File: config.mk
export PLATFORM = sky130hd
export DESIGN_NAME = rtd_top
export DESIGN_NICKNAME = d
export VERILOG_FILES = /design/src/shared/rtd_pkg.sv /design/src/shared/rtd_reg_if.sv /design/src/core/rtd_axil_slave.sv /design/src/core/rtd_pin_drive.sv /design/src/core/rtd_top.sv
export VERILOG_INCLUDE_DIRS = /design/src /design/src/shared
export SDC_FILE = /design/constraint.sdc
export NUM_CORES = 1
export LEC_CHECK = 0
export BUFFER_PORTS_ARGS = -buffer_cell sky130_fd_sc_hd__buf_4
export CAP_MARGIN = 10
export CORE_MARGIN = 4
export CORE_UTILIZATION = 50
export CTS_CLUSTER_DIAMETER = 120
export CTS_CLUSTER_SIZE = 8
export DETAILED_ROUTE_END_ITERATION = 8
export PLACE_DENSITY = 0.87
export SLEW_MARGIN = 20
export SYNTH_ARGS = -nofsm -noshare
export SYNTH_HDL_FRONTEND = slang
export SYNTH_SLANG_ARGS = --single-unit
File: constraint.sdc
create_clock -name sys_clk -period 5.36 [get_ports sys_clk]
set_input_delay 1.072 -clock sys_clk [delete_from_list [all_inputs] [get_ports sys_clk]]
set_output_delay 1.072 -clock sys_clk [all_outputs]
set_load 0.03 [all_outputs]
File: src/shared/rtd_consts.svh
// Register indices, field positions, masks, reset values and response codes
`ifndef RTD_CONSTS_SVH
`define RTD_CONSTS_SVH
`define RTD_IDX_DRV      6'h28
`define RTD_IDX_AMP      6'h29
`define RTD_IDX_CON      6'h2a
`define RTD_IDX_LOAD     6'h2b
`define RTD_IDX_STAT     6'h30
`define RTD_DRV_INV2     7
`define RTD_DRV_INV1     6
`define RTD_DRV_EN       3
`define RTD_DRV_MASK     8'hcf
`define RTD_AMP_MASK     8'hdf
`define RTD_CON_MAX      3
`define RTD_CON_INV      2
`define RTD_RST_DRV      8'h00
`define RTD_RST_AMP      8'h00
`define RTD_RST_CON      8'h00
`define RTD_RST_LOAD     8'h00
`define RTD_RESP_OKAY    2'h0
`define RTD_RESP_SLVERR  2'h2
`endif

File: src/shared/rtd_pkg.sv
// Types shared by the transmitter driver configuration block
package rtd_pkg;
  typedef enum logic [2:0] {
    RTD_CM_HIZ  = 3'h0,
    RTD_CM_LOW  = 3'h1,
    RTD_CM_HIGH = 3'h2,
    RTD_CM_BAD3 = 3'h3,
    RTD_CM_OD   = 3'h4,
    RTD_CM_PP   = 3'h5,
    RTD_CM_BAD6 = 3'h6,
    RTD_CM_PPX  = 3'h7
  } rtd_clk_mode_type;
  typedef enum logic [1:0] {
    RTD_SRC_NONE = 2'h0,
    RTD_SRC_ENV  = 2'h1,
    RTD_SRC_EXT  = 2'h2,
    RTD_SRC_RSV  = 2'h3
  } rtd_src_type;
  typedef enum logic [2:0] {
    RTD_OS_IDLE  = 3'b001,
    RTD_OS_WAIT  = 3'b010,
    RTD_OS_BOOST = 3'b100
  } rtd_os_state_type;
endpackage : rtd_pkg

File: src/shared/rtd_reg_if.sv
// Register access carrier between bus slave and register bank
interface rtd_reg_if;
  logic       wrEn;
  logic [5:0] wrIdx;
  logic [7:0] wrData;
  logic       wrHit;
  logic [5:0] rdIdx;
  logic [7:0] rdData;
  logic       rdHit;
  modport slave (output wrEn, wrIdx, wrData, rdIdx, input wrHit, rdData, rdHit);
  modport bank  (input wrEn, wrIdx, wrData, rdIdx, output wrHit, rdData, rdHit);
endinterface : rtd_reg_if

File: src/core/rtd_axil_slave.sv
// AXI4-Lite slave front end for the driver register bank
module rtd_axil_slave
  import rtd_pkg::*;
(
  // Clock and reset
  input  wire logic       clk,
  input  wire logic       rstN,
  // AXI4-Lite
  input  wire logic [7:0] awaddr,
  input  wire logic       awvalid,
  output logic            awready,
  input  wire logic [31:0] wdata,
  input  wire logic [3:0] wstrb,
  input  wire logic       wvalid,
  output logic            wready,
  output logic [1:0]      bresp,
  output logic            bvalid,
  input  wire logic       bready,
  input  wire logic [7:0] araddr,
  input  wire logic       arvalid,
  output logic            arready,
  output logic [31:0]     rdata,
  output logic [1:0]      rresp,
  output logic            rvalid,
  input  wire logic       rready,
  // Register bank side
  rtd_reg_if.slave        regs
);
`include "rtd_consts.svh"
  logic       awHaveQ, wHaveQ, rdPendQ, strbQ;
  logic [5:0] awIdxQ, arIdxQ;
  logic [7:0] wDataQ;
  logic       fire;
  assign fire        = awHaveQ && wHaveQ && !bvalid;
  assign regs.wrEn   = fire && strbQ;
  assign regs.wrIdx  = awIdxQ;
  assign regs.wrData = wDataQ;
  assign regs.rdIdx  = arIdxQ;
  always_ff @(posedge clk or negedge rstN) begin
    if (!rstN) begin
      awHaveQ <= 1'b0;
      wHaveQ  <= 1'b0;
      awready <= 1'b1;
      wready  <= 1'b1;
      bvalid  <= 1'b0;
      bresp   <= `RTD_RESP_OKAY;
      awIdxQ  <= 6'h00;
      wDataQ  <= 8'h00;
      strbQ   <= 1'b0;
    end else begin
      if (awvalid && awready) begin
        awHaveQ <= 1'b1;
        awready <= 1'b0;
        awIdxQ  <= awaddr[7:2];
      end
      if (wvalid && wready) begin
        wHaveQ <= 1'b1;
        wready <= 1'b0;
        wDataQ <= wdata[7:0];
        strbQ  <= wstrb[0];
      end
      if (fire) begin
        awHaveQ <= 1'b0;
        wHaveQ  <= 1'b0;
        bvalid  <= 1'b1;
        bresp   <= regs.wrHit ? `RTD_RESP_OKAY : `RTD_RESP_SLVERR;
      end
      if (bvalid && bready) begin
        bvalid  <= 1'b0;
        awready <= 1'b1;
        wready  <= 1'b1;
      end
    end
  end
  always_ff @(posedge clk or negedge rstN) begin
    if (!rstN) begin
      arready <= 1'b1;
      rdPendQ <= 1'b0;
      arIdxQ  <= 6'h00;
      rvalid  <= 1'b0;
      rdata   <= 32'h0000_0000;
      rresp   <= `RTD_RESP_OKAY;
    end else begin
      if (arvalid && arready) begin
        arready <= 1'b0;
        rdPendQ <= 1'b1;
        arIdxQ  <= araddr[7:2];
      end
      if (rdPendQ) begin
        rdPendQ <= 1'b0;
        rvalid  <= 1'b1;
        rdata   <= {24'h00_0000, regs.rdData};
        rresp   <= regs.rdHit ? `RTD_RESP_OKAY : `RTD_RESP_SLVERR;
      end
      if (rvalid && rready) begin
        rvalid  <= 1'b0;
        arready <= 1'b1;
      end
    end
  end
endmodule : rtd_axil_slave

File: src/core/rtd_pin_drive.sv
// One transmitter output stage: mode, enable and polarity
module rtd_pin_drive
  import rtd_pkg::*;
(
  // Clock and reset
  input  wire logic             clk,
  input  wire logic             rstN,
  // Control
  input  wire rtd_clk_mode_type mode,
  input  wire logic             enable,
  input  wire logic             invert,
  input  wire logic             level,
  // Pin
  output logic                  pinOut,
  output logic                  pinOe
);
  logic d;
  assign d = level ^ invert;
  always_ff @(posedge clk or negedge rstN) begin
    if (!rstN) begin
      pinOut <= 1'b0;
      pinOe  <= 1'b0;
    end else if (!enable) begin
      pinOut <= 1'b0;
      pinOe  <= 1'b0;
    end else begin
      case (mode)
        RTD_CM_LOW: begin
          pinOut <= 1'b0;
          pinOe  <= 1'b1;
        end
        RTD_CM_HIGH: begin
          pinOut <= 1'b1;
          pinOe  <= 1'b1;
        end
        RTD_CM_OD: begin
          // Open drain only ever pulls low
          pinOut <= 1'b0;
          pinOe  <= ~d;
        end
        RTD_CM_PP, RTD_CM_PPX: begin
          pinOut <= d;
          pinOe  <= 1'b1;
        end
        default: begin
          // Unsupported codes float the pin rather than guess
          pinOut <= 1'b0;
          pinOe  <= 1'b0;
        end
      endcase
    end
  end
endmodule : rtd_pin_drive

File: src/core/rtd_top.sv
// Transmitter driver configuration bank with modulation and output stages
// Operation
// - Bit 7 of the driver mode register inverts the second driver output.
// - Bit 6 of the driver mode register inverts the first driver output.
// - Both driver outputs are enabled together only while bit 3 of the driver mode register is one.
// - The three-bit clock mode field picks open drain, push-pull, high impedance, fixed high or fixed low.
// - Bits 7 to 6 of the amplitude register pick one of four increasing carrier level reductions.
// - Bit 3 of the transmit control register forces maximum carrier and overrides the level trim.
// - Bit 2 of the transmit control register inverts the selected modulation signal.
// - The modulation source field picks none, internal envelope or external input; code 3 is reserved.
// - Bits 7 to 4 of transmit control give the overshoot extra modulation length in carrier clocks.
// - Bits 7 to 4 of the load register give the first overshoot timer used with the overshoot length.
// - Bits 4 to 0 of the amplitude register set the residual carrier level during modulation.
// - Bits 3 to 0 of the load register hold the load current trim for the driver.
module rtd_top
  import rtd_pkg::*;
(
  // Clock and reset
  input  wire logic        sys_clk,
  input  wire logic        rst_n,
  // AXI4-Lite
  input  wire logic [7:0]  s_axi_awaddr,
  input  wire logic        s_axi_awvalid,
  output logic             s_axi_awready,
  input  wire logic [31:0] s_axi_wdata,
  input  wire logic [3:0]  s_axi_wstrb,
  input  wire logic        s_axi_wvalid,
  output logic             s_axi_wready,
  output logic [1:0]       s_axi_bresp,
  output logic             s_axi_bvalid,
  input  wire logic        s_axi_bready,
  input  wire logic [7:0]  s_axi_araddr,
  input  wire logic        s_axi_arvalid,
  output logic             s_axi_arready,
  output logic [31:0]      s_axi_rdata,
  output logic [1:0]       s_axi_rresp,
  output logic             s_axi_rvalid,
  input  wire logic        s_axi_rready,
  // Transmit timing and modulation sources
  input  wire logic        carrierLevel,
  input  wire logic        carrierTick,
  input  wire logic        internalTransmitEnvelope,
  input  wire logic        externalSignalInput,
  // Driver pins
  output logic             firstDriverOut,
  output logic             firstDriverOe,
  output logic             secondDriverOut,
  output logic             secondDriverOe,
  // Analog settings
  output logic             carrierMaxQ,
  output logic [1:0]       carrierLevelTrimQ,
  output logic [4:0]       residualCarrierQ,
  output logic [3:0]       loadCurrentTrimQ,
  output logic             modulationQ,
  output logic             overshootActiveQ
);
`include "rtd_consts.svh"

  // Reset release, two stages
  logic rstMetaQ, rstN;
  always_ff @(posedge sys_clk or negedge rst_n) begin
    if (!rst_n) begin
      rstMetaQ <= 1'b0;
      rstN     <= 1'b0;
    end else begin
      rstMetaQ <= 1'b1;
      rstN     <= rstMetaQ;
    end
  end

  rtd_reg_if regs ();

  rtd_axil_slave u_slave (
    .clk     (sys_clk),
    .rstN    (rstN),
    .awaddr  (s_axi_awaddr),
    .awvalid (s_axi_awvalid),
    .awready (s_axi_awready),
    .wdata   (s_axi_wdata),
    .wstrb   (s_axi_wstrb),
    .wvalid  (s_axi_wvalid),
    .wready  (s_axi_wready),
    .bresp   (s_axi_bresp),
    .bvalid  (s_axi_bvalid),
    .bready  (s_axi_bready),
    .araddr  (s_axi_araddr),
    .arvalid (s_axi_arvalid),
    .arready (s_axi_arready),
    .rdata   (s_axi_rdata),
    .rresp   (s_axi_rresp),
    .rvalid  (s_axi_rvalid),
    .rready  (s_axi_rready),
    .regs    (regs)
  );

  // Register bank
  logic [7:0] driverOutputModeQ;
  logic [7:0] carrierAmplitudeQ;
  logic [7:0] transmitControlQ;
  logic [7:0] loadCurrentOvershootQ;
  logic [7:0] statusWord;
  rtd_os_state_type osStateQ;

  always_ff @(posedge sys_clk or negedge rstN) begin
    if (!rstN) begin
      driverOutputModeQ     <= `RTD_RST_DRV;
      carrierAmplitudeQ     <= `RTD_RST_AMP;
      transmitControlQ      <= `RTD_RST_CON;
      loadCurrentOvershootQ <= `RTD_RST_LOAD;
    end else if (regs.wrEn) begin
      case (regs.wrIdx)
        `RTD_IDX_DRV:  driverOutputModeQ     <= regs.wrData & `RTD_DRV_MASK;
        `RTD_IDX_AMP:  carrierAmplitudeQ     <= regs.wrData & `RTD_AMP_MASK;
        `RTD_IDX_CON:  transmitControlQ      <= regs.wrData;
        `RTD_IDX_LOAD: loadCurrentOvershootQ <= regs.wrData;
        default: begin
        end
      endcase
    end
  end

  always_comb begin
    case (regs.wrIdx)
      `RTD_IDX_DRV, `RTD_IDX_AMP, `RTD_IDX_CON, `RTD_IDX_LOAD, `RTD_IDX_STAT: regs.wrHit = 1'b1;
      default: regs.wrHit = 1'b0;
    endcase
  end

  always_comb begin
    regs.rdHit = 1'b1;
    case (regs.rdIdx)
      `RTD_IDX_DRV:  regs.rdData = driverOutputModeQ;
      `RTD_IDX_AMP:  regs.rdData = carrierAmplitudeQ;
      `RTD_IDX_CON:  regs.rdData = transmitControlQ;
      `RTD_IDX_LOAD: regs.rdData = loadCurrentOvershootQ;
      `RTD_IDX_STAT: regs.rdData = statusWord;
      default: begin
        regs.rdHit  = 1'b0;
        regs.rdData = 8'h00;
      end
    endcase
  end

  // Field views
  logic             secondOutputInvert, firstOutputInvert, driverOutputsEnable;
  rtd_clk_mode_type driverClockMode;
  logic             carrierMax, modulationInvert;
  rtd_src_type      modulationSourceSelect;
  logic [3:0]       overshootLength, overshootFirstTimer;
  logic             clockModeBad;
  assign secondOutputInvert     = driverOutputModeQ[`RTD_DRV_INV2];
  assign firstOutputInvert      = driverOutputModeQ[`RTD_DRV_INV1];
  assign driverOutputsEnable    = driverOutputModeQ[`RTD_DRV_EN];
  assign driverClockMode        = rtd_clk_mode_type'(driverOutputModeQ[2:0]);
  assign carrierMax             = transmitControlQ[`RTD_CON_MAX];
  assign modulationInvert       = transmitControlQ[`RTD_CON_INV];
  assign modulationSourceSelect = rtd_src_type'(transmitControlQ[1:0]);
  assign overshootLength        = transmitControlQ[7:4];
  assign overshootFirstTimer    = loadCurrentOvershootQ[7:4];
  // Flags a write of a forbidden code; the stages float the pins for it
  assign clockModeBad = (driverClockMode == RTD_CM_BAD3) || (driverClockMode == RTD_CM_BAD6);
  assign statusWord   = {5'h00, clockModeBad, overshootActiveQ, modulationQ};

  // Modulation source and polarity
  logic modSource, modSignal, modPrevQ;
  always_comb begin
    case (modulationSourceSelect)
      RTD_SRC_ENV: modSource = internalTransmitEnvelope;
      RTD_SRC_EXT: modSource = externalSignalInput;
      default:     modSource = 1'b0;
    endcase
  end
  assign modSignal = modSource ^ modulationInvert;

  // Overshoot sequencer, counted in carrier clocks
  logic [3:0] osCntQ;
  always_ff @(posedge sys_clk or negedge rstN) begin
    if (!rstN) begin
      osStateQ <= RTD_OS_IDLE;
      osCntQ   <= 4'h0;
      modPrevQ <= 1'b0;
    end else begin
      modPrevQ <= modSignal;
      case (osStateQ)
        RTD_OS_IDLE: begin
          if (modSignal && !modPrevQ && overshootLength != 4'h0) begin
            if (overshootFirstTimer != 4'h0) begin
              osStateQ <= RTD_OS_WAIT;
              osCntQ   <= overshootFirstTimer;
            end else begin
              osStateQ <= RTD_OS_BOOST;
              osCntQ   <= overshootLength;
            end
          end
        end
        RTD_OS_WAIT: begin
          if (carrierTick) begin
            if (osCntQ == 4'h1) begin
              osStateQ <= RTD_OS_BOOST;
              osCntQ   <= overshootLength;
            end else begin
              osCntQ <= osCntQ - 4'h1;
            end
          end
        end
        RTD_OS_BOOST: begin
          if (carrierTick) begin
            if (osCntQ == 4'h1) begin
              osStateQ <= RTD_OS_IDLE;
            end else begin
              osCntQ <= osCntQ - 4'h1;
            end
          end
        end
        default: begin
          osStateQ <= RTD_OS_IDLE;
        end
      endcase
    end
  end

  // Registered analog settings and modulation
  always_ff @(posedge sys_clk or negedge rstN) begin
    if (!rstN) begin
      carrierMaxQ       <= 1'b0;
      carrierLevelTrimQ <= 2'h0;
      residualCarrierQ  <= 5'h00;
      loadCurrentTrimQ  <= 4'h0;
      modulationQ       <= 1'b0;
      overshootActiveQ  <= 1'b0;
    end else begin
      carrierMaxQ       <= carrierMax;
      // Override wins: trim is zeroed rather than left to analog priority
      carrierLevelTrimQ <= carrierMax ? 2'h0 : carrierAmplitudeQ[7:6];
      residualCarrierQ  <= carrierAmplitudeQ[4:0];
      loadCurrentTrimQ  <= loadCurrentOvershootQ[3:0];
      modulationQ       <= modSignal || (osStateQ == RTD_OS_BOOST);
      overshootActiveQ  <= (osStateQ == RTD_OS_BOOST);
    end
  end

  // Output stages
  rtd_pin_drive u_first (
    .clk    (sys_clk),
    .rstN   (rstN),
    .mode   (driverClockMode),
    .enable (driverOutputsEnable),
    .invert (firstOutputInvert),
    .level  (carrierLevel),
    .pinOut (firstDriverOut),
    .pinOe  (firstDriverOe)
  );

  rtd_pin_drive u_second (
    .clk    (sys_clk),
    .rstN   (rstN),
    .mode   (driverClockMode),
    .enable (driverOutputsEnable),
    .invert (secondOutputInvert),
    .level  (carrierLevel),
    .pinOut (secondDriverOut),
    .pinOe  (secondDriverOe)
  );

  logic [4:0] boostTicksQ;
  logic [3:0] boostLenQ;
  always_ff @(posedge sys_clk or negedge rstN) begin
    if (!rstN) begin
      boostTicksQ <= 5'h00;
      boostLenQ   <= 4'h0;
    end else if (osStateQ != RTD_OS_BOOST) begin
      boostTicksQ <= 5'h00;
      boostLenQ   <= overshootLength;
    end else if (carrierTick) begin
      boostTicksQ <= boostTicksQ + 5'h01;
    end
  end
endmodule : rtd_top

# Yosys cells after proc, flatten, opt, wreduce, memory -nomap -nowiden
# Cells that the tools add are included.
dict set report totals {
  register_bits 98
  input_bits 63
  output_inout_bits 59
  wordCells 148
}
dict set report op_classes {
  add_sub_neg 1
  eq_ne 29
  muxes 45
  bitwise 5
  reduce_logical 34
}
# op count
set ops {}
lappend ops {{$eq 6x6->1 const B} 10}
lappend ops {{$pmux 8 s5} 1}
lappend ops {{$mux 4} 6}
lappend ops {{$mux 1} 22}
lappend ops {{$mux 3} 6}
lappend ops {{$eq 3x3->1 const B} 5}
lappend ops {{$reduce_bool 2->1} 7}
lappend ops {{$ne 2x2->1 const B} 6}
lappend ops {{$pmux 4 s3} 1}
lappend ops {{$logic_and 1x1->1} 10}
lappend ops {{$pmux 1 s2} 5}
lappend ops {{$reduce_and 5->1} 2}
lappend ops {{$reduce_or 5->1} 2}
lappend ops {{$eq 3x2->1 const B} 3}
lappend ops {{$pmux 3 s3} 1}
lappend ops {{$reduce_and 2->1} 4}
lappend ops {{$reduce_bool 4->1} 2}
lappend ops {{$eq 3x1->1 const B} 2}
lappend ops {{$mux 2} 3}
lappend ops {{$eq 4x1->1 const B} 1}
lappend ops {{$reduce_or 4->1} 1}
lappend ops {{$sub 4x1->4 const B} 1}
lappend ops {{$reduce_bool 3->1} 1}
lappend ops {{$xor 1x1->1} 3}
lappend ops {{other kinds (6)} 9}

# Depth between registers and ports, before layout
dict set report depth {
  depth_word 7
  mapped_depth 7
  ltp_nobuf 7
}

# Cells and area by module
# A second synthesis with hierarchy kept.
dict set report unflattened {
  hier_cells 336
  area_unflattened_um2 4346.7
}
# mod instances cells_each area_per_inst_um2 seq_area_each_um2
set by_module_without_submodules {}
lappend by_module_without_submodules {rtd_top 1 194 2462.4 1327.5}
lappend by_module_without_submodules {rtd_axil_slave 1 122 1659.1 979.7}
lappend by_module_without_submodules {rtd_pin_drive 2 10 112.6 50.0}

# Worst setup path after synthesis
# Ideal clock, no wire load.
dict set report synth_path {
  path_type {input-to-reg}
  startpoint {input port externalSignalInput}
  endpoint {register osCntQ[0]}
  arrival_ps 1989
  required_ps 5281
  setup_slack_ps 3291
  path_stages 5
  path_buffers 0
  cell_sequence {a22oi_1 -> nand4bb_2 -> a21oi_2 -> a21oi_4 -> mux2i_1}
}
dict set report synth_between {
  elab_chain_cells 6
}
# element line_no
set synth_lines {}
lappend synth_lines {{start, declared} rtd_top.sv:43} ;# input wire logic externalSignalInput,
lappend synth_lines {{$pmux 1 s2} rtd_top.sv:167} ;# case (modulationSourceSelect)
lappend synth_lines {{$xor 1x1->1} rtd_top.sv:173} ;# assign modSignal = modSource ^ modulationInvert;
lappend synth_lines {{$logic_and 1x1->1 (2 in series)} rtd_top.sv:186} ;# if (modSignal && !modPrevQ && overshootLength != 4'h0) begin
lappend synth_lines {{$ne 2x2->1 (no source line)} n/a}
lappend synth_lines {{$reduce_and 5->1 (no source line)} n/a}
lappend synth_lines {{end signal, assigned} rtd_top.sv:189} ;# osCntQ <= overshootFirstTimer;
lappend synth_lines {{end signal, assigned} rtd_top.sv:192} ;# osCntQ <= overshootLength;
lappend synth_lines {{end signal, assigned} rtd_top.sv:200} ;# osCntQ <= overshootLength;
lappend synth_lines {{end, declared} rtd_top.sv:176} ;# logic [3:0] osCntQ;
# No other way between the ends.
# A chain may end at the register's enable or synchronous reset.

# Worst setup path after layout
dict set report layout_path {
  startpoint {register u_slave.awready}
  endpoint {output port s_axi_awready}
}
# element line_no
set layout_rtl {}
lappend layout_rtl {{start, declared} rtd_axil_slave.sv:11} ;# output logic awready,
lappend layout_rtl {{start signal, assigned} rtd_axil_slave.sv:43} ;# awready <= 1'b1;
lappend layout_rtl {{start signal, assigned} rtd_axil_slave.sv:53} ;# awready <= 1'b0;
lappend layout_rtl {{start signal, assigned} rtd_axil_slave.sv:70} ;# awready <= 1'b1;
lappend layout_rtl {{end, declared} rtd_top.sv:24} ;# output logic s_axi_awready,
# No word-level cell between the ends.

==> flow_summary.json <==
{
  "dpl.hpwl_microns": 5960,
  "syn_area_sq_um": 4270,
  "worst_pin_slew_ns": 0.993,
  "multi_input_area_sq_um": 1670,
  "instances_no_fill": 507,
  "ir_drop_mv": 0.228,
  "cts.htree.levels": 3,
  "fp.dieH_microns": 100,
  "place_congestion": 0.751,
  "crit_path_end_kind": "primary output",
  "min_path_type": "flop to flop",
  "drv_cap": 0,
  "power_frac_seq": 0.505,
  "swShare": 0.333,
  "crit_type": "flop to primary output",
  "clock_skew_ns": 0.00724,
  "required_ns": 4.29,
  "clock-sinks": 96,
  "nNetsFinal": 465,
  "timing.fmax_mhz": 468,
  "ctsResizeCount": 0,
  "fin_crit_sh": 0.399,
  "antenna_found_initial": 0,
  "dp.cells": 492,
  "drt_wl_total_microns": 8320,
  "drc": 0,
  "synth_edf_count": 0,
  "ys_seq_area_frac": 0.564,
  "critPathBufInv": 1,
  "start_util": 0.517,
  "grt_max_degree": 95,
  "ys_types": 53,
  "via_per_inst": 5.38,
  "die_area_sq_um": 10100,
  "root_buffer": "clkbuf_8",
  "register_area_sq_um": 2410,
  "insertion_delay_ns": 0.35,
  "grt.overflow.total": 0,
  "die_w_microns": 100,
  "setup-tns-final_ns": 0,
  "wl_per_cell_microns": 16.4,
  "clk_path_buf_depth": 2,
  "slew_viol_final": 0,
  "first_iter_violations": 193,
  "yosysWarningCount": 0,
  "final_cell_mix": "91 x dfrtp_1, 64 x buf_4, 53 x mux2_2",
  "hold_violations": 0,
  "nFillCells": 653,
  "cp_cell_sequence": "buf_4",
  "worstPathArrival_ns": 1.07,
  "start_kind": "flop",
  "comb_power_share": 0.272,
  "core.rowCount": 33,
  "synth_area_per_cell_sq_um": 13.0,
  "postCtsHoldBufs": 0,
  "cts_setup_buffers": 0,
  "ant_nets": 0,
  "p_leak_nw": 2.41,
  "grt_pass1_wl_microns": 13700,
  "drtPass1Iterations": 5,
  "ys.flop_type": "dfrtp_1",
  "crit_slowest_cell": "dfstp_2",
  "cts_buffers": 9,
  "crit_path_max_fanout": 4,
  "area_growth_pct": 16.5,
  "antenna_cells": 0,
  "path_clk_slew_ns": 0.08,
  "grt_pass1_vias": 2669,
  "path_delay_family": "flip-flops",
  "grt.total_usage": 0.176,
  "synth_cells": 329,
  "ys_async_sr_fraction": 1.00,
  "ys_seq_elements": 96,
  "final-setup-viol-count": 0,
  "slowest_delay_ns": 0.56,
  "p_clk_frac": 0.223,
  "final_common_cell": "dfrtp_1",
  "slew_headroom": 0.329,
  "cellInternalPower_mw": 1.48,
  "status": "finished, final reports clean",
  "cts_tree": "done",
  "core-area_sq_um": 8260,
  "grt_setup_unrepaired": "false",
  "ioPinCount": 122,
  "layout-drive-gt1-share": 0.378,
  "portBuffers": 64,
  "period_needed_ns": 2.14,
  "pwr_density_cell_nw_per_um2": 447,
  "vias": 2730,
  "p_sw_mw": 0.740
}
-- registers in the layout, summed over array words and instances (netlist names), 4 cells and up --
| register | count |
|---|---|
| loadCurrentOvershootQ | 8 |
| transmitControlQ | 8 |
| u_slave.rdata | 8 |
| u_slave.regs.wrData | 8 |
| carrierAmplitudeQ | 7 |
| driverOutputModeQ | 6 |
| u_slave.regs.rdIdx | 6 |
| u_slave.regs.wrIdx | 6 |
| residualCarrierQ | 5 |
| loadCurrentTrimQ | 4 |
| osCntQ | 4 |
-- power by group through the flow --
stage          Sequential [mW]  Combinational, mW  Clock (mW)
4_1_cts                   1.12              0.613       0.511
2_1_floorplan             1.15              0.388           0
6_report                  1.12              0.606       0.496
3_5_place_dp              1.13              0.608           0
5_1_grt                   1.16              0.661       0.540
3_3_place_gp              1.11              0.583           0
-- layout make-up --
class / count / area share
clock buffers: 10 / 0.0257
flip-flops and latches: 96 / 0.485
repair buffers: 65 / 0.0989
multi-input cells: 210 / 0.335
inverters: 16 / 0.0121
clock inverters: 5 / 0.0166
well taps: 105 / 0.0264
-- per-layer routing --
metal | wire (microns) | up-vias | global-route usage
li1 | - | 1251 | -
met1 | 3520 | 1377 | 0.236
met2 | 4150 | 94 | 0.293
met3 | 555 | 8 | 0.0334
met4 | 92 | 0 | 0.0570
met5 | 0 | - | 0
-- per-stage QoR --
step	hold WS [ns]	instance area, sq um	power, mW	setup WS (ns)	util
after detailed placement	0.348	4760	1.74	2.99	0.576
after global routing	0.377	4970	2.36	3.17	0.602
final	0.360	4970	2.22	3.22	0.602
after floorplan	0.331	4360	1.54	2.49	-
after global placement	0.340	4760	1.70	3.08	0.576
after CTS	0.368	4970	2.24	3.20	0.602
-- path summary, 6_finish.rpt --
kind                                 start          endpoint  slack [ns]  cells past startpoint
max                        u_slave.awready     s_axi_awready        3.22                      1
min                               rstMetaQ              rstN        0.36                      0
max reg2reg                      osCntQ[1]         osCntQ[0]        3.40                      7
min reg2reg                       rstMetaQ              rstN        0.36                      0
max in group asynchronous             rstN  u_slave.rresp[1]        4.33                      1
min in group asynchronous             rstN  u_slave.rdata[7]        0.48                      1
-- cells in the mapped netlist (2+ instances only) --
cell | n | area share
xnor2_1 | 3 | 0.0062
a21oi_1 | 7 | 0.0082
mux2i_1 | 4 | 0.0094
a221oi_1 | 2 | 0.0041
buf_4 | 26 | 0.046
dfstp_2 | 4 | 0.025
o21ai_0 | 9 | 0.011
nor3_1 | 4 | 0.0047
inv_1 | 15 | 0.013
o2bb2ai_1 | 5 | 0.010
clkbuf_1 | 2 | 0.0018
a21boi_0 | 2 | 0.0035
a222oi_1 | 4 | 0.0094
nor2_1 | 17 | 0.015
buf_2 | 2 | 0.0023
conb_1 | 2 | 0.0018
nand3_1 | 2 | 0.0023
xor2_1 | 2 | 0.0041
ha_1 | 4 | 0.012
nand2_1 | 17 | 0.015
nor2b_1 | 8 | 0.012
nand2b_1 | 3 | 0.0044
o21a_1 | 4 | 0.0070
mux4_2 | 5 | 0.026
mux2_2 | 53 | 0.14
dfrtp_1 | 92 | 0.54
a31oi_1 | 4 | 0.0059
nand3b_1 | 2 | 0.0035
-- cells by family after synthesis --
group	after synthesis	synth area share
AO/OA/AOI/OAI	46	0.0798
XOR/XNOR	5	0.0103
adder cells (fa/ha/maj)	4	0.0117
buffers and inverters	48	0.0669
flip-flops	96	0.564
multiplexers	63	0.182
other	2	0.00176
AND/OR/NAND/NOR	65	0.0833
Note: power is estimated with default switching activity, not from simulation.
